## config.mk

```make
export PLATFORM = sky130hd
export DESIGN_NAME = qrpo_port
export DESIGN_NICKNAME = d
export VERILOG_FILES = /design/src/qrpo_pkg.sv /design/src/qrpo_trg_if.sv /design/src/qrpo_trg_mon.sv /design/src/qrpo_port.sv
export SDC_FILE = /design/constraint.sdc
export NUM_CORES = 1
export LEC_CHECK = 0
export BUFFER_PORTS_ARGS = -buffer_cell sky130_fd_sc_hd__buf_4
export CORE_UTILIZATION = 47
export DETAILED_ROUTE_END_ITERATION = 10
export PLACE_DENSITY = 0.79
export SETUP_SLACK_MARGIN = 0.4
export SLEW_MARGIN = 20
export SYNTH_ARGS = -nofsm -noshare
export SYNTH_HDL_FRONTEND = slang
export SYNTH_SLANG_ARGS = --single-unit
```

## constraint.sdc

```tcl
create_clock -name core_clk -period 5.2 [get_ports core_clk]
set_input_delay 0.78 -clock core_clk [delete_from_list [all_inputs] [get_ports core_clk]]
set_output_delay 0.78 -clock core_clk [all_outputs]
set_load 0.05 [all_outputs]
```

## src/qrpo_pkg.sv

```systemverilog
`default_nettype none
package qrpo_pkg;
	// ------------------------------------------------------------
	// Register map
	// ------------------------------------------------------------
	localparam logic [3:0]  QRPO_ADDR_CTRL   = 4'h0;
	localparam logic [3:0]  QRPO_ADDR_STATUS = 4'h4;
	localparam logic [3:0]  QRPO_ADDR_MASK   = 4'h8;
	localparam logic [3:0]  QRPO_ADDR_STATE  = 4'hc;

	// CTRL fields
	localparam int          QRPO_CTRL_RATE   = 0;
	localparam int          QRPO_CTRL_ST_LO  = 1;
	localparam int          QRPO_CTRL_ST_HI  = 2;
	localparam int          QRPO_CTRL_ROE1   = 3;
	localparam int          QRPO_CTRL_ROE2   = 4;
	localparam int          QRPO_CTRL_ULC    = 5;
	localparam logic [7:0]  QRPO_CTRL_RESET  = 8'h38;

	// STATUS / MASK fields
	localparam int          QRPO_EV_FAULT    = 0;
	localparam int          QRPO_EV_TRG_LOST = 1;
	localparam int          QRPO_EV_ST_FLAG  = 2;
	localparam int          QRPO_EV_W        = 3;
	localparam logic [2:0]  QRPO_EV_RESET    = 3'h0;

	// STATE fields
	localparam int          QRPO_STATE_LFN   = 0;
	localparam int          QRPO_STATE_TRG   = 1;
	localparam int          QRPO_STATE_PD    = 2;
	localparam int          QRPO_STATE_CODE  = 4;

	// ------------------------------------------------------------
	// Data path constants
	// ------------------------------------------------------------
	localparam int          QRPO_CHAR_W      = 10;
	localparam logic [1:0]  QRPO_ST_ACTIVE   = 2'h2;
	localparam logic [9:0]  QRPO_CHAR_RESET  = 10'h000;
	localparam logic [3:0]  QRPO_HALF_CYC    = 4'h2;

	// ------------------------------------------------------------
	// Timing
	// ------------------------------------------------------------
	localparam int          QRPO_CLK_MHZ     = 50;
	localparam int          QRPO_TRG_ABS_NS  = 640;
	localparam int          QRPO_TRG_ABS_CYC = (QRPO_TRG_ABS_NS * QRPO_CLK_MHZ) / 1000;
	localparam logic [7:0]  QRPO_TRG_ABS_MAX = 8'(QRPO_TRG_ABS_CYC);
endpackage : qrpo_pkg
`default_nettype wire

```

## src/qrpo_trg_if.sv

```systemverilog
`timescale 1ns/1ps
`default_nettype none
interface qrpo_trg_if;
	logic trg_tick;
	logic trg_present;
	logic trg_lost_pulse;
	modport mon (output trg_tick, output trg_present, output trg_lost_pulse);
	modport use_side (input trg_tick, input trg_present, input trg_lost_pulse);
endinterface : qrpo_trg_if
`default_nettype wire

```

## src/qrpo_trg_mon.sv

```systemverilog
`timescale 1ns/1ps
`default_nettype none
module qrpo_trg_mon
	import qrpo_pkg::*;
(
	input  wire logic   core_clk,
	input  wire logic   rst,
	input  wire logic   cdr_training_clk,
	qrpo_trg_if.mon     trg
);
	// ------------------------------------------------------------
	// Sync and edge find
	// ------------------------------------------------------------
	logic       meta_q;
	logic       sync_q;
	logic       last_q;
	logic [7:0] gap_q;
	logic [7:0] gap_d;
	logic       present_q;
	logic       present_d;
	logic       tick_q;
	logic       lost_q;
	wire        edge_seen = sync_q & ~last_q;

	// Absence is judged by the gap since the last rising edge
	assign gap_d     = edge_seen ? 8'h00 : (gap_q == QRPO_TRG_ABS_MAX ? gap_q : gap_q + 8'h01);
	assign present_d = edge_seen | (gap_d != QRPO_TRG_ABS_MAX);

	always_ff @(posedge core_clk or posedge rst) begin
		if (rst) begin
			meta_q    <= 1'b0;
			sync_q    <= 1'b0;
			last_q    <= 1'b0;
			gap_q     <= QRPO_TRG_ABS_MAX;
			present_q <= 1'b0;
			tick_q    <= 1'b0;
			lost_q    <= 1'b0;
		end else begin
			meta_q    <= cdr_training_clk;
			sync_q    <= meta_q;
			last_q    <= sync_q;
			gap_q     <= gap_d;
			present_q <= present_d;
			tick_q    <= edge_seen; // RL9
			lost_q    <= present_q & ~present_d;
		end
	end

	assign trg.trg_tick       = tick_q;
	assign trg.trg_present    = present_q;
	assign trg.trg_lost_pulse = lost_q;
endmodule : qrpo_trg_mon
`default_nettype wire

```

## src/qrpo_port.sv

```systemverilog
// Functional notes
// RL1: Full-rate: data updates on rising true clock, falling complement.
// RL2: Half-rate: data updates on every edge of the clock pair.
// RL3: Interface clock toggles continuously at rate chosen by rate select.
// RL4: Self-test active: status on low two data bits and status pin.
// RL5: Status pin meaningful only when self-test control equals 10.
// RL6: Both reclock enables clear: power down reclock output, flag high.
// RL7: Reclock clock equals interface rate at select 0, twice at 1.
// RL8: Host assumes no phase relation between reclock and interface clocks.
// RL9: Frequency reference for the loop is the training clock.
// RL10: Host treats recovered clock as unrelated to training clock.
// RL11: Reset returns all state, counters and config to initial values.
// RL12: Reset must be held for the minimum pulse width.
// RL13: Reset leaves the test access port controller alone.
// RL14: Local-clock select low: loop locks to training clock, fault low.
// RL15: Link fault asserts low on any of six fault conditions.
// RL16: Self-test status exposed as opaque three-bit code per update.
//
// The register addresses and strobed register access are this design's own decisions.
`timescale 1ns/1ps
`default_nettype none
module qrpo_port
	import qrpo_pkg::*;
(
	input  wire logic        core_clk,
	input  wire logic        rst,
	input  wire logic [9:0]  rec_char,
	input  wire logic        rec_char_stb,
	input  wire logic [2:0]  selftest_code,
	input  wire logic        cdr_training_clk,
	input  wire logic        rate_oor,
	input  wire logic        low_amp,
	input  wire logic        low_td,
	input  wire logic        chan_dis,
	input  wire logic [3:0]  reg_addr,
	input  wire logic [7:0]  reg_wdata,
	input  wire logic        reg_wr,
	input  wire logic        reg_rd,
	output logic      [7:0]  reg_rdata,
	output logic      [9:0]  rx_char_out,
	output logic             rx_iface_clk_p,
	output logic             rx_iface_clk_n,
	output logic             selftest_stat_out,
	output logic             reclk_out_clk,
	output logic             reclk_pwrdn_flag,
	output logic             link_fault_n,
	output logic             loop_ref_trg,
	output logic             loop_freq_tick,
	output logic             irq
);
	// ------------------------------------------------------------
	// Training clock monitor
	// ------------------------------------------------------------
	qrpo_trg_if trg_bus ();

	qrpo_trg_mon u_trg_mon (
		.core_clk         (core_clk),
		.rst              (rst),
		.cdr_training_clk (cdr_training_clk),
		.trg              (trg_bus.mon)
	);

	// ------------------------------------------------------------
	// Fault input synchronisers
	// ------------------------------------------------------------
	logic [3:0] flt_meta_q;
	logic [3:0] flt_sync_q;

	always_ff @(posedge core_clk or posedge rst) begin
		if (rst) begin
			flt_meta_q <= 4'h0;
			flt_sync_q <= 4'h0;
		end else begin
			flt_meta_q <= {chan_dis, low_td, low_amp, rate_oor};
			flt_sync_q <= flt_meta_q;
		end
	end

	// ------------------------------------------------------------
	// Register decode
	// ------------------------------------------------------------
	logic [7:0]          ctrl_q;
	logic [QRPO_EV_W-1:0] status_q;
	logic [QRPO_EV_W-1:0] status_d;
	logic [QRPO_EV_W-1:0] mask_q;
	logic [QRPO_EV_W-1:0] ev_set;
	logic [7:0]          rdata_d;
	logic [7:0]          state_word;

	wire wr_ctrl   = reg_wr && (reg_addr == QRPO_ADDR_CTRL);
	wire wr_status = reg_wr && (reg_addr == QRPO_ADDR_STATUS);
	wire wr_mask   = reg_wr && (reg_addr == QRPO_ADDR_MASK);

	wire       rate_half = ctrl_q[QRPO_CTRL_RATE];
	wire [1:0] st_ctl    = ctrl_q[QRPO_CTRL_ST_HI:QRPO_CTRL_ST_LO];
	wire       ulc       = ctrl_q[QRPO_CTRL_ULC];
	wire       st_active = (st_ctl == QRPO_ST_ACTIVE);
	// Power-down follows the write itself, not any character clock
	wire       pd_next   = ~(reg_wdata[QRPO_CTRL_ROE1] | reg_wdata[QRPO_CTRL_ROE2]);

	function automatic logic [7:0] ev_word(input logic [QRPO_EV_W-1:0] v);
		ev_word = {{(8 - QRPO_EV_W){1'b0}}, v};
	endfunction : ev_word

	// Set wins over a write-one clear in the same cycle
	assign status_d = (status_q & ~(wr_status ? reg_wdata[QRPO_EV_W-1:0] : {QRPO_EV_W{1'b0}})) | ev_set;

	assign state_word = {1'b0, selftest_code, 1'b0, reclk_pwrdn_flag, trg_bus.trg_present, link_fault_n};

	always_comb begin
		rdata_d = 8'h00;
		if (reg_addr == QRPO_ADDR_CTRL) begin
			rdata_d = ctrl_q;
		end else if (reg_addr == QRPO_ADDR_STATUS) begin
			rdata_d = ev_word(status_q);
		end else if (reg_addr == QRPO_ADDR_MASK) begin
			rdata_d = ev_word(mask_q);
		end else if (reg_addr == QRPO_ADDR_STATE) begin
			rdata_d = state_word;
		end
	end

	always_ff @(posedge core_clk or posedge rst) begin
		if (rst) begin
			ctrl_q           <= QRPO_CTRL_RESET; // RL11 RL13
			mask_q           <= QRPO_EV_RESET;
			status_q         <= QRPO_EV_RESET;
			reg_rdata        <= 8'h00;
			reclk_pwrdn_flag <= 1'b0;
		end else begin
			if (wr_ctrl) begin
				ctrl_q           <= reg_wdata;
				reclk_pwrdn_flag <= pd_next; // RL6
			end
			if (wr_mask) begin
				mask_q <= reg_wdata[QRPO_EV_W-1:0];
			end
			status_q  <= status_d;
			reg_rdata <= reg_rd ? rdata_d : 8'h00;
		end
	end

	// ------------------------------------------------------------
	// Link fault and loop reference
	// ------------------------------------------------------------
	logic lfn_d;

	// Any one condition pulls the indicator low
	assign lfn_d = ~(|flt_sync_q | ~ulc | ~trg_bus.trg_present); // RL15

	always_ff @(posedge core_clk or posedge rst) begin
		if (rst) begin
			link_fault_n   <= 1'b0;
			loop_ref_trg   <= 1'b1;
			loop_freq_tick <= 1'b0;
		end else begin
			link_fault_n   <= lfn_d; // RL14
			loop_ref_trg   <= ~ulc; // RL14
			loop_freq_tick <= trg_bus.trg_tick; // RL9
		end
	end

	// ------------------------------------------------------------
	// Parallel output and interface clock
	// ------------------------------------------------------------
	logic [9:0] out_val;
	logic [3:0] half_q;
	logic       clk_q;

	// Low bits carry the opaque code while self-test runs
	assign out_val = st_active ? {8'h00, selftest_code[1:0]} : rec_char; // RL4 RL16

	always_ff @(posedge core_clk or posedge rst) begin
		if (rst) begin
			rx_char_out       <= QRPO_CHAR_RESET;
			selftest_stat_out <= 1'b0;
			clk_q             <= 1'b0;
			half_q            <= 4'h0;
		end else if (rec_char_stb) begin
			rx_char_out       <= out_val;
			selftest_stat_out <= st_active & selftest_code[2]; // RL5
			half_q            <= QRPO_HALF_CYC;
			if (rate_half) begin
				clk_q <= ~clk_q; // RL2 RL3
			end else begin
				clk_q <= 1'b1; // RL1 RL3
			end
		end else if (half_q != 4'h0) begin
			half_q <= half_q - 4'h1;
			if (!rate_half && half_q == 4'h1) begin
				clk_q <= 1'b0;
			end
		end
	end

	assign rx_iface_clk_p = clk_q;

	always_ff @(posedge core_clk or posedge rst) begin
		if (rst) begin
			rx_iface_clk_n <= 1'b1;
		end else begin
			rx_iface_clk_n <= ~(rec_char_stb ? (rate_half ? ~clk_q : 1'b1)
				: ((!rate_half && half_q == 4'h1) ? 1'b0 : clk_q)); // RL1
		end
	end

	// ------------------------------------------------------------
	// Reclock output clock
	// ------------------------------------------------------------
	// One pulse per character at either rate unless powered down; interface rate halves instead
	logic       stb_dly_q;
	logic [3:0] rc_half_q;

	always_ff @(posedge core_clk or posedge rst) begin
		if (rst) begin
			stb_dly_q     <= 1'b0;
			rc_half_q     <= 4'h0;
			reclk_out_clk <= 1'b0;
		end else begin
			stb_dly_q <= rec_char_stb;
			if (reclk_pwrdn_flag) begin
				reclk_out_clk <= 1'b0; // RL6
				rc_half_q     <= 4'h0;
			end else if (stb_dly_q) begin
				reclk_out_clk <= 1'b1; // RL7
				rc_half_q     <= QRPO_HALF_CYC;
			end else if (rc_half_q != 4'h0) begin
				rc_half_q <= rc_half_q - 4'h1;
				if (rc_half_q == 4'h1) begin
					reclk_out_clk <= 1'b0;
				end
			end
		end
	end

	// ------------------------------------------------------------
	// Events and interrupt
	// ------------------------------------------------------------
	logic lfn_last_q;

	always_comb begin
		ev_set                   = {QRPO_EV_W{1'b0}};
		ev_set[QRPO_EV_FAULT]    = lfn_last_q & ~link_fault_n;
		ev_set[QRPO_EV_TRG_LOST] = trg_bus.trg_lost_pulse;
		ev_set[QRPO_EV_ST_FLAG]  = rec_char_stb & st_active & selftest_code[2];
	end

	always_ff @(posedge core_clk or posedge rst) begin
		if (rst) begin
			lfn_last_q <= 1'b0;
			irq        <= 1'b0;
		end else begin
			lfn_last_q <= link_fault_n;
			irq        <= |(status_d & mask_q);
		end
	end
endmodule : qrpo_port
`default_nettype wire

```

==> qor.csv, run 1 <==
stage,metric,value,unit
yosys,Post-Syn Instances,253,
yosys,Post-Synthesis Cell Area,3028,um2
clock_tree,Hold Buf Count CTS,0,
timing,RSZ-0062 raised after global routing,no,
global_routing,grt met1 use,23.73,%
clock_tree,clock sinks,73,
finish,Final Util,62.51,%
placed_design,port bufs,61,
placed_design,placed cell area,3545,um2
yosys,sequential share of the synthesized area,60.58,%
yosys,number of synthesized flops with an enable pin,0,
timing,Final Max Tran Viols,0,
global_routing,grt peak-use layer,met2,
finish,Nets,358,
placed_design,HPWL Detailed,4.009,mm
worst_setup_path,CP arrival,2.41,ns
routing,1st-iter DRT viols,117,
clock_tree,Worst-Skew Late Latency,0.35,ns
global_routing,first-pass GRT wire length,9.694,mm
yosys,Synthesized Nets,294,
yosys,syn avg cell area,11.97,um2
flow_run,max-cap violations,0,
placed_design,final RePlAce weighted congestion,0.8823,
timing,f_max,471.4,MHz
global_routing,global routing usage on met2,31.82,%
global_routing,initial antenna violation count,0,
worst_hold_path,Worst Hold Path Cells,0,
clock_tree,H-tree levels,3,
worst_setup_path,worst r2r src,u_trg_mon.gap_q[4],
finish,share of layout cells above drive strength 1,33.85,%
clock_tree,total CTS buffers,9,
yosys,cell with the most instances after synthesis,dfrtp_1,
worst_setup_path,R2R setup slack,3.08,ns
worst_setup_path,CP Max Fanout,7,
global_routing,total grt overflow,0,
timing,Worst Tran Pin Value,1.036,ns
clock_tree,# resized after CTS,0,
routing,Vias,2079,
timing,crit share post-route,40.80,%
timing,Slew HR,30.76,%
worst_hold_path,Hold WC Path Type,reg -> reg,
worst_setup_path,Worst Setup Path Type,reg -> reg,
die,die height,82.27,um
finish,"Area growth, synth to finish",25.12,%
worst_hold_path,Worst Hold Launch,flt_meta_q[2],
worst_setup_path,Startpoint Class,register,
finish,post-route cell area,3789,um2
yosys,top cell type's share of synthesized area,55.37,%
clock_tree,"Setup Fix Bufs, Post-CTS",0,
clock_tree,CTS tree,built,
timing,final setup vio count,0,
pwr,worst vdd ir,0.2764,mV
die,Ports,62,
yosys,main area contributors after synthesis,"dfrtp_1 55%, dfstp_2 5.2%, mux2_2 4.5%, nand2_1 2.6%, ha_1 2.5%",
timing,final hold vios,0,
finish,ant diodes,0,
routing,Final ANT Viol Nets,0,
pwr,Leak,1.808,nW
yosys,synth cell count leaders,"67 x dfrtp_1, 21 x nand2_1, 20 x inv_1",
routing,DRC viols,0,
die,Placement Rows,28,
yosys,ys async rst share,100.0,%
die,die area,6768,um2
pwr,Power per Cell Area,451.3,nW/um2
worst_setup_path,Reg2Reg Depth,5,
global_routing,GR Util All Layers,19.92,%
routing,Post-Route WL,5.708,mm
routing,wire per inst,14.38,um
clock_tree,Max clock buf depth,2,
yosys,YS warnings,0,
routing,First-pass DRT Iterations,4,
timing,post-route setup TNS,0,ns
worst_setup_path,crit path launch,u_trg_mon.gap_q[4],
yosys,count of state elements after synthesis,73,
finish,final non-filler cell total,397,
worst_setup_path,required time of the worst setup path,5.48,ns
routing,drt via density,5.237,
clock_tree,Root Buffer Master,clkbuf_8,
placed_design,Placed Instances,381,
timing,Worst Skew,0.009339,ns
global_routing,vias in the first global route,2123,
yosys,Synth cell types,46,
worst_setup_path,CP Capture Type,register,
global_routing,largest net degree at the start of global routing,46,
timing,Final min period,2.121,ns
die,Starting Density,49.96,%
clock_tree,Worst-path clk slew,0.07,ns
yosys,"area leader, netlist",dfrtp_1,
global_routing,M3 GR Usage,7.253,%
die,Chip Width,82.27,um
timing,Min Hold Slack,0.3492,ns
yosys,Post-synth top flop,dfrtp_1,
outcome,status,finished clean,
die,Std-Cell Core Area,6061,um2
-- metrics by stage --
stage / power (mW) / setup slack [ns]
after floorplan: 1.069 / 2.577
after global placement: 1.172 / 2.991
final: 1.710 / 3.079
after global routing: 1.814 / 2.949
after detailed placement: 1.188 / 2.923
after CTS: 1.727 / 3.060
-- sequential cells by signal (all words and copies together), names as in the netlist, 3 cells and up --
signal and count:
u_trg_mon.gap_q 8, rc_half_q 4, rx_char_out 10, mask_q 3, flt_meta_q 4, ctrl_q 8, reg_rdata 8, flt_sync_q 4
half_q 4, status_q 3
-- final cells by class --
type | count | area, um2
clock buffer | 11 | 141.4
tap | 75 | 93.84
fill | 492 | 2272
inverter | 20 | 75.07
clock inverter | 5 | 102.6
multi-input combinational | 151 | 1076
timing repair buffer | 62 | 465.4
sequential | 73 | 1834
-- worst max-delay path, stage by stage, from the launching register on --
cell     delay (ns)
dfrtp_1        0.45
or3_4          0.42
nor4_4         0.41
mux2i_1        0.26
nor4b_2        0.29
and4_1         0.23
-- layout by cell type (no fill, tap or decap), types with 3 or more instances in the layout --
master,Yosys,layout
xor2_1,4,4
buf_4,0,62
and4_1,3,3
inv_1,20,19
nand3_1,8,8
mux4_2,3,3
o22ai_1,8,8
a21oi_1,10,10
clkbuf_8,0,10
and3_1,4,4
dfrtp_1,67,67
nand3b_1,3,3
xnor2_1,4,4
nor3_1,9,9
ha_1,6,6
dfstp_2,6,6
mux2i_1,5,5
nor4_1,3,3
o21ai_0,4,4
nor2_1,16,16
bufinv_16,0,3
nand2_1,21,21
mux2_2,12,12
-- power by group --
group	switching (mW)	internal, mW	leakage [nW]
Sequential	0.0765	0.665	0.898
Clock	0.203	0.331	0.120
Combinational	0.252	0.182	0.791
Total	0.532	1.18	1.81
-- logic make-up after synthesis --
kind of cell,synth area share (%)
and+or+nand+nor,16.32
DFF,60.58
AOI/OAI and AO/OA,6.074
buffers and inverters,3.884
muxes,8.347
xor gates and xnor gates,2.314
adders and majority gates,2.479
-- path summary, 6_finish.rpt --
| kind | endpoint |
|---|---|
| max | u_trg_mon.trg.trg_lost_pulse |
| min | flt_sync_q[2] |
| max reg2reg | u_trg_mon.trg.trg_lost_pulse |
| min reg2reg | flt_sync_q[2] |
| max in group asynchronous | ctrl_q[3] |
| min in group asynchronous | rx_char_out[6] |
-- layer usage --
| metal | wire (um) | vias to the layer above |
|---|---|---|
| met3 | 308 | 13 |
| met5 | 0 | - |
| met2 | 2804 | 49 |
| met4 | 138 | 0 |
| met1 | 2457 | 1012 |
| li1 | - | 1005 |
(Power assumes the default switching activity.)
==> run 2, diff against run 1 <==
Settings changed: ABC_AREA from default to 1.
Clock period 5.2 ns to 2.1 ns, I/O delays scaled along.
==> run 2 against run 1 <==
Net effect:
- cell count increased by 22%
- worst setup slack got worse by 2.5 ns
- critical endpoint unchanged
- clock power increased by 140%
- non-clock buffer count is 2 higher
- fmax up 36%
- global-route usage grew 0.44 points
- via count up 16%
- largest power group unchanged
- flip-flop and latch count is the same
- combinational power increased to 2.6 times the previous value
==> qor.csv, run 2 <==
stage,metric,value,unit
timing,final setup vio count,0,
yosys,Post-Syn Instances,333,
clock_tree,CTS tree,built,
finish,most flop-heavy register,rx_char_out,
worst_setup_path,crit path launch,u_trg_mon.gap_q[0],
global_routing,first-pass GRT wire length,10.04,mm
finish,max reg flops,10,
yosys,Synth Area in Adders,2.456,%
yosys,Post-Synth XOR/XNOR Area,1.146,%
worst_setup_path,Worst Setup Path Type,reg -> reg,
worst_setup_path,Reg2Reg Depth,10,
die,Std-Cell Core Area,6314,um2
yosys,Synthesized Nets,374,
yosys,YS warnings,0,
worst_setup_path,CP arrival,1.83,ns
yosys,main area contributors after synthesis,"dfrtp_1 55%, nand2_1 9.5%, inv_1 6.3%, dfstp_2 5.2%, o21ai_0 4.4%",
finish,Nets,445,
worst_setup_path,R2R setup slack,0.54,ns
yosys,ys async rst share,100.0,%
yosys,top cell type's share of synthesized area,54.85,%
finish,Fill cells,541,
clock_tree,clock sinks,73,
timing,Worst Tran Pin Value,0.5315,ns
worst_setup_path,Startpoint Class,register,
worst_setup_path,worst r2r src,u_trg_mon.gap_q[0],
timing,Final min period,1.556,ns
timing,post-route setup TNS,0,ns
timing,RSZ-0062 raised after global routing,no,
die,die area,6830,um2
worst_setup_path,CP Capture Type,register,
routing,First-pass DRT Iterations,6,
yosys,Synth Area in Compound Gates,8.842,%
timing,final worst slack,0.5444,ns
die,Chip Width,82.65,um
die,Starting Density,48.41,%
yosys,cell with the most instances after synthesis,nand2_1,
worst_setup_path,required time of the worst setup path,2.38,ns
yosys,Post-synth top flop,dfrtp_1,
yosys,syn avg cell area,9.179,um2
global_routing,GR Util All Layers,20.36,%
finish,multi-input combinational cell area,1002,um2
yosys,synth cell count leaders,"77 x nand2_1, 67 x dfrtp_1, 51 x inv_1",
timing,crit share post-route,74.08,%
yosys,number of synthesized flops with an enable pin,0,
yosys,Synth cell types,25,
pwr,Leak,1.984,nW
routing,Final ANT Viol Nets,0,
clock_tree,"Setup Fix Bufs, Post-CTS",0,
worst_setup_path,CP Max Fanout,4,
clock_tree,Worst-path clk slew,0.08,ns
flow_run,max-cap violations,0,
pwr,Power per Cell Area,1092,nW/um2
finish,Sequential Area,1834,um2
yosys,"area leader, netlist",dfrtp_1,
placed_design,pre-CTS setup slack,0.5602,ns
timing,final hold vios,0,
outcome,status,finished clean,
finish,ant diodes,0,
die,Ports,62,
worst_hold_path,Hold WC Path Type,in -> async,
placed_design,final RePlAce weighted congestion,0.7817,
clock_tree,H-tree levels,3,
routing,wire per inst,13.13,um
worst_setup_path,r2r endpoint,u_trg_mon.trg.trg_lost_pulse,
finish,share of layout cells above drive strength 1,25.25,%
clock_tree,total CTS buffers,9,
die,die height,82.65,um
clock_tree,Worst-Skew Late Latency,0.34,ns
global_routing,largest net degree at the start of global routing,51,
clock_tree,Hold Buf Count CTS,0,
yosys,count of state elements after synthesis,73,
clock_tree,Max clock buf depth,2,
placed_design,port bufs,61,
finish,Final Util,61.26,%
pwr,worst vdd ir,0.9310,mV
routing,DRC viols,0,
yosys,main combinational cell family by area after synthesis,simple AND/OR/NAND/NOR gates,
global_routing,vias in the first global route,2282,
finish,"commonest cells after routing, fill and taps aside","77 x nand2_1, 67 x dfrtp_1, 63 x buf_4, 50 x inv_1, 27 x o21ai_0",
clock_tree,Root Buffer Master,clkbuf_8,
yosys,simple-gate share of the synthesized area,20.18,%
yosys,post-synthesis mux area share,0,%
placed_design,HPWL Detailed,4.718,mm
global_routing,initial antenna violation count,0,
routing,Post-Route WL,6.368,mm
global_routing,total grt overflow,0,
finish,"most common cell after layout, fill and taps aside",nand2_1,
routing,Vias,2420,
timing,Min Hold Slack,0.01835,ns
routing,1st-iter DRT viols,108,
timing,f_max,642.8,MHz
timing,Final Max Tran Viols,0,
yosys,Post-Synthesis Cell Area,3057,um2
timing,Worst Skew,0.006945,ns
routing,drt via density,4.990,
finish,"Area growth, synth to finish",26.52,%
clock_tree,# resized after CTS,0,
timing,Slew HR,64.49,%
yosys,sequential share of the synthesized area,60.01,%
die,Placement Rows,29,
==> run 2: cell types whose count changed after synthesis, sizes merged, moves of 5 or more <==
cell / before / now
nand3: 8 / 16
inv: 20 / 55
mux2i: 5 / 0
o21ai: 5 / 35
mux2: 12 / 0
nand2: 21 / 81
nor2: 16 / 34
==> run 2: logic make-up after synthesis <==
group           after synthesis
flops                        73
compound gates               51
xor+xnor                      4
fa+ha+maj                     6
simple gates                140
buf+inv                      59
==> run 2: cell type report <==
type / count / area share (%)
clock inverter: 6 / 2.782
sequential: 73 / 47.43
inverter: 55 / 5.435
timing repair buffer: 64 / 12.75
clock buffer: 9 / 3.203
multi-input combinational: 201 / 25.91
tap: 77 / 2.491
==> run 2: how the worst max path moves through the flow <==
stage	to	cells after the start	slack, ns
2_1_floorplan	u_trg_mon.trg.trg_lost_pulse	10	0.77
3_3_place_gp	u_trg_mon.trg.trg_lost_pulse	8	0.66
3_5_place_dp	u_trg_mon.trg.trg_lost_pulse	10	0.56
4_1_cts	u_trg_mon.trg.trg_lost_pulse	10	0.53
5_1_grt	u_trg_mon.trg.trg_lost_pulse	10	0.41
6_report	u_trg_mon.trg.trg_lost_pulse	10	0.54
==> run 2: critical path, cell delays in order (launching register included) <==
cell     delay (ns)
dfrtp_1        0.42
inv_2          0.11
ha_1           0.16
inv_1          0.07
nor2_4         0.14
nand3_1        0.09
nand3_1        0.13
nand2_1        0.07
nor2_1         0.16
nand2_2        0.08
nor2_2         0.07
==> run 2: metrics by stage <==
stage	instance area [um2]	cells	total power, mW
global placement	3631	470	2.907
finish	3867	485	4.224
detailed placement	3631	470	2.959
floorplan	3060	333	2.595
global route	3867	485	4.451
CTS	3862	485	4.242
==> run 2: routing by layer <==
layer	track usage, %	share of wire (%)	vias to the layer above
met5	0	0	-
met4	4.655	0.69	0
met3	7.253	5.6	4
met2	33.28	49	71
met1	25.90	45	1162
li1	-	-	1183
==> run 2: report_power, final <==
| part | switching (mW) | internal [mW] |
|---|---|---|
| combinational | 0.736 | 0.383 |
| clock | 0.501 | 0.778 |
| sequential | 0.176 | 1.65 |
==> run 3, diff against run 2 <==
Clock period 2.1 ns to 1.45 ns, I/O delays scaled along.
==> run 3 against run 2 <==
Net effect:
- the run now ends with negative setup slack left
- sequential share of layout area shrank 7.2 points
- global-route usage grew 2.5 points
- worst hold slack gained 0.059 ns
- clock skew is 0.0035 ns higher
==> qor.csv, run 3 (synthesis results as in run 2) <==
stage,metric,value,unit
pwr,Int Power,4.431,mW
finish,max reg flops,10,
clock_tree,Max clock buf depth,2,
routing,Final ANT Viol Nets,0,
clock_tree,Worst-path clk slew,0.07,ns
worst_setup_path,CP Max Fanout,7,
worst_setup_path,required time of the worst setup path,1.72,ns
placed_design,port bufs,61,
timing,final hold vios,0,
finish,Nets,483,
timing,crit share post-route,100.7,%
timing,f_max,685.0,MHz
clock_tree,H-tree levels,3,
worst_hold_path,Hold WC Path Type,in -> reg,
pwr,sequential power share,38.9,%
worst_setup_path,Worst Setup Path Type,reg -> reg,
clock_tree,total CTS buffers,9,
routing,Post-Route WL,8.015,mm
timing,Slew HR,74.05,%
finish,ant diodes,0,
clock_tree,Worst-Skew Late Latency,0.35,ns
die,die height,82.65,um
pwr,Leak,2.220,nW
placed_design,placed cell area,3692,um2
global_routing,vias in the first global route,2529,
timing,Final Max Tran Viols,0,
finish,most flop-heavy register,rx_char_out,
routing,First-pass DRT Iterations,4,
clock_tree,Root Buffer Master,clkbuf_8,
global_routing,first-pass GRT wire length,11.24,mm
routing,Vias,2685,
finish,post-route cell area,4584,um2
outcome,failing checks,negative setup slack,
pwr,clock power share,21.5,%
pwr,Psw,2.563,mW
placed_design,final RePlAce weighted congestion,0.8791,
finish,"commonest cells after routing, fill and taps aside","66 x nand2_1, 60 x dfrtp_1, 60 x buf_4, 41 x inv_1, 30 x buf_6",
finish,"most common cell after layout, fill and taps aside",nand2_1,
timing,final setup vio count,1,
timing,final worst slack,-0.009758,ns
finish,Fill cells,449,
die,Starting Density,48.41,%
pwr,Power per Cell Area,1526,nW/um2
finish,"Area growth, synth to finish",49.98,%
timing,RSZ-0062 raised after global routing,yes,
routing,drt via density,5.124,
placed_design,HPWL Detailed,4.603,mm
flow_run,max-cap violations,0,
timing,post-route setup TNS,-0.009758,ns
clock_tree,clock sinks,73,
clock_tree,CTS tree,built,
die,Ports,62,
worst_setup_path,CP arrival,1.73,ns
pwr,Comb power frac,39.6,%
global_routing,total grt overflow,0,
routing,1st-iter DRT viols,147,
die,die area,6830,um2
die,Std-Cell Core Area,6314,um2
timing,Worst Skew,0.01048,ns
worst_setup_path,CP Capture Type,register,
routing,wire per inst,15.30,um
global_routing,largest net degree at the start of global routing,74,
timing,Worst Tran Pin Value,0.3892,ns
global_routing,GR Util All Layers,22.85,%
pwr,worst vdd ir,1.423,mV
die,Placement Rows,29,
die,Chip Width,82.65,um
routing,DRC viols,0,
outcome,status,"complete, but fails checks",
pwr,Net Sw Frac,36.65,%
worst_setup_path,Startpoint Class,register,
finish,share of layout cells above drive strength 1,43.40,%
global_routing,initial antenna violation count,0,
timing,Final min period,1.460,ns
[run 3: cell count changes in the layout (fill, tap and decap cells not counted), moves of 8 or more]
cell | before | now
inv_2 | 4 | 12
o21ai_0 | 27 | 14
inv_1 | 50 | 41
nor2_1 | 26 | 18
nand2_1 | 77 | 66
nand2_2 | 4 | 13
buf_6 | 0 | 30
o21ai_1 | 8 | 18
[run 3: path summary, 6_finish.rpt]
kind	start	to	slack, ns	cells past startpoint
hold reg to reg	u_trg_mon.trg.trg_tick	loop_freq_tick	0.35	0
max in group asynchronous	rst	u_trg_mon.gap_q[5]	0.58	4
hold / removal	reg_wdata[7]	ctrl_q[7]	0.08	3
min in group asynchronous	rst	reg_rdata[1]	0.53	4
setup reg to reg	u_trg_mon.gap_q[2]	u_trg_mon.trg.trg_lost_pulse	-0.01	9
setup / recovery	u_trg_mon.gap_q[2]	u_trg_mon.trg.trg_lost_pulse	-0.01	9
[run 3: timing repair]
action / CTS / global route
hold buffers: 6 / 0
pin swaps: 19 / 24
resized for setup: 58 / 62
hold endpoints to repair: 72 / 0
endpoints found under the setup margin: 49 / 58
gates cloned: 0 / 0
setup buffers: 23 / 7
[run 3: layout make-up]
class                           count  area (um2)  share of cell area [%]
Clock buffer                       12       135.1                   2.948
Clock inverter                      4       45.04                  0.9825
Inverter                           55       212.7                   4.640
Multi-Input combinational cell    201        1309                   28.55
Sequential cell                    73        1843                   40.20
Tap cell                           77       96.34                   2.102
Timing Repair Buffer              102       943.4                   20.58
[run 3: critical path: stages, from the launching register on]
cell and delay, ns:
dfrtp_2 0.47, inv_1 0.08, nand2_1 0.10, nor2_4 0.15, nand2_2 0.09, nand2_2 0.09, nand4_1 0.13, nor2_2 0.15
nand2_2 0.06, nor2_2 0.07
[run 3: through the flow]
| stage | setup slack (ns) | hold slack, ns | power, mW | utilization [%] | std cells |
|---|---|---|---|---|---|
| after floorplan | 0.1699 | 0.2489 | 3.835 | - | 333 |
| after global placement | 0.08231 | 0.3269 | 4.298 | 58.48 | 472 |
| after CTS | 0.09357 | 0.07367 | 6.409 | 68.05 | 517 |
| after global routing | -0.07119 | 0.07534 | 7.314 | 72.61 | 524 |
| after detailed placement | 0.04546 | 0.3281 | 4.366 | 58.48 | 472 |
| final | -0.009758 | 0.07770 | 6.994 | 72.61 | 524 |
[run 3: layer usage]
metal | wire length, um | GRT usage [%] | vias up
met5 | 0 | 0 | -
met2 | 4250 | 38.52 | 94
met1 | 3167 | 26.51 | 1310
met3 | 424 | 7.363 | 18
met4 | 173 | 10.17 | 0
li1 | - | - | 1263
[run 3: power groups by stage]
stage | Sequential (mW) | Clock (mW) | Combinational, mW
6_report | 2.72 | 1.50 | 2.77
5_1_grt | 2.76 | 1.61 | 2.95
4_1_cts | 2.65 | 1.54 | 2.22
3_5_place_dp | 2.69 | 0 | 1.68
3_3_place_gp | 2.68 | 0 | 1.62
2_1_floorplan | 3.05 | 0 | 0.788
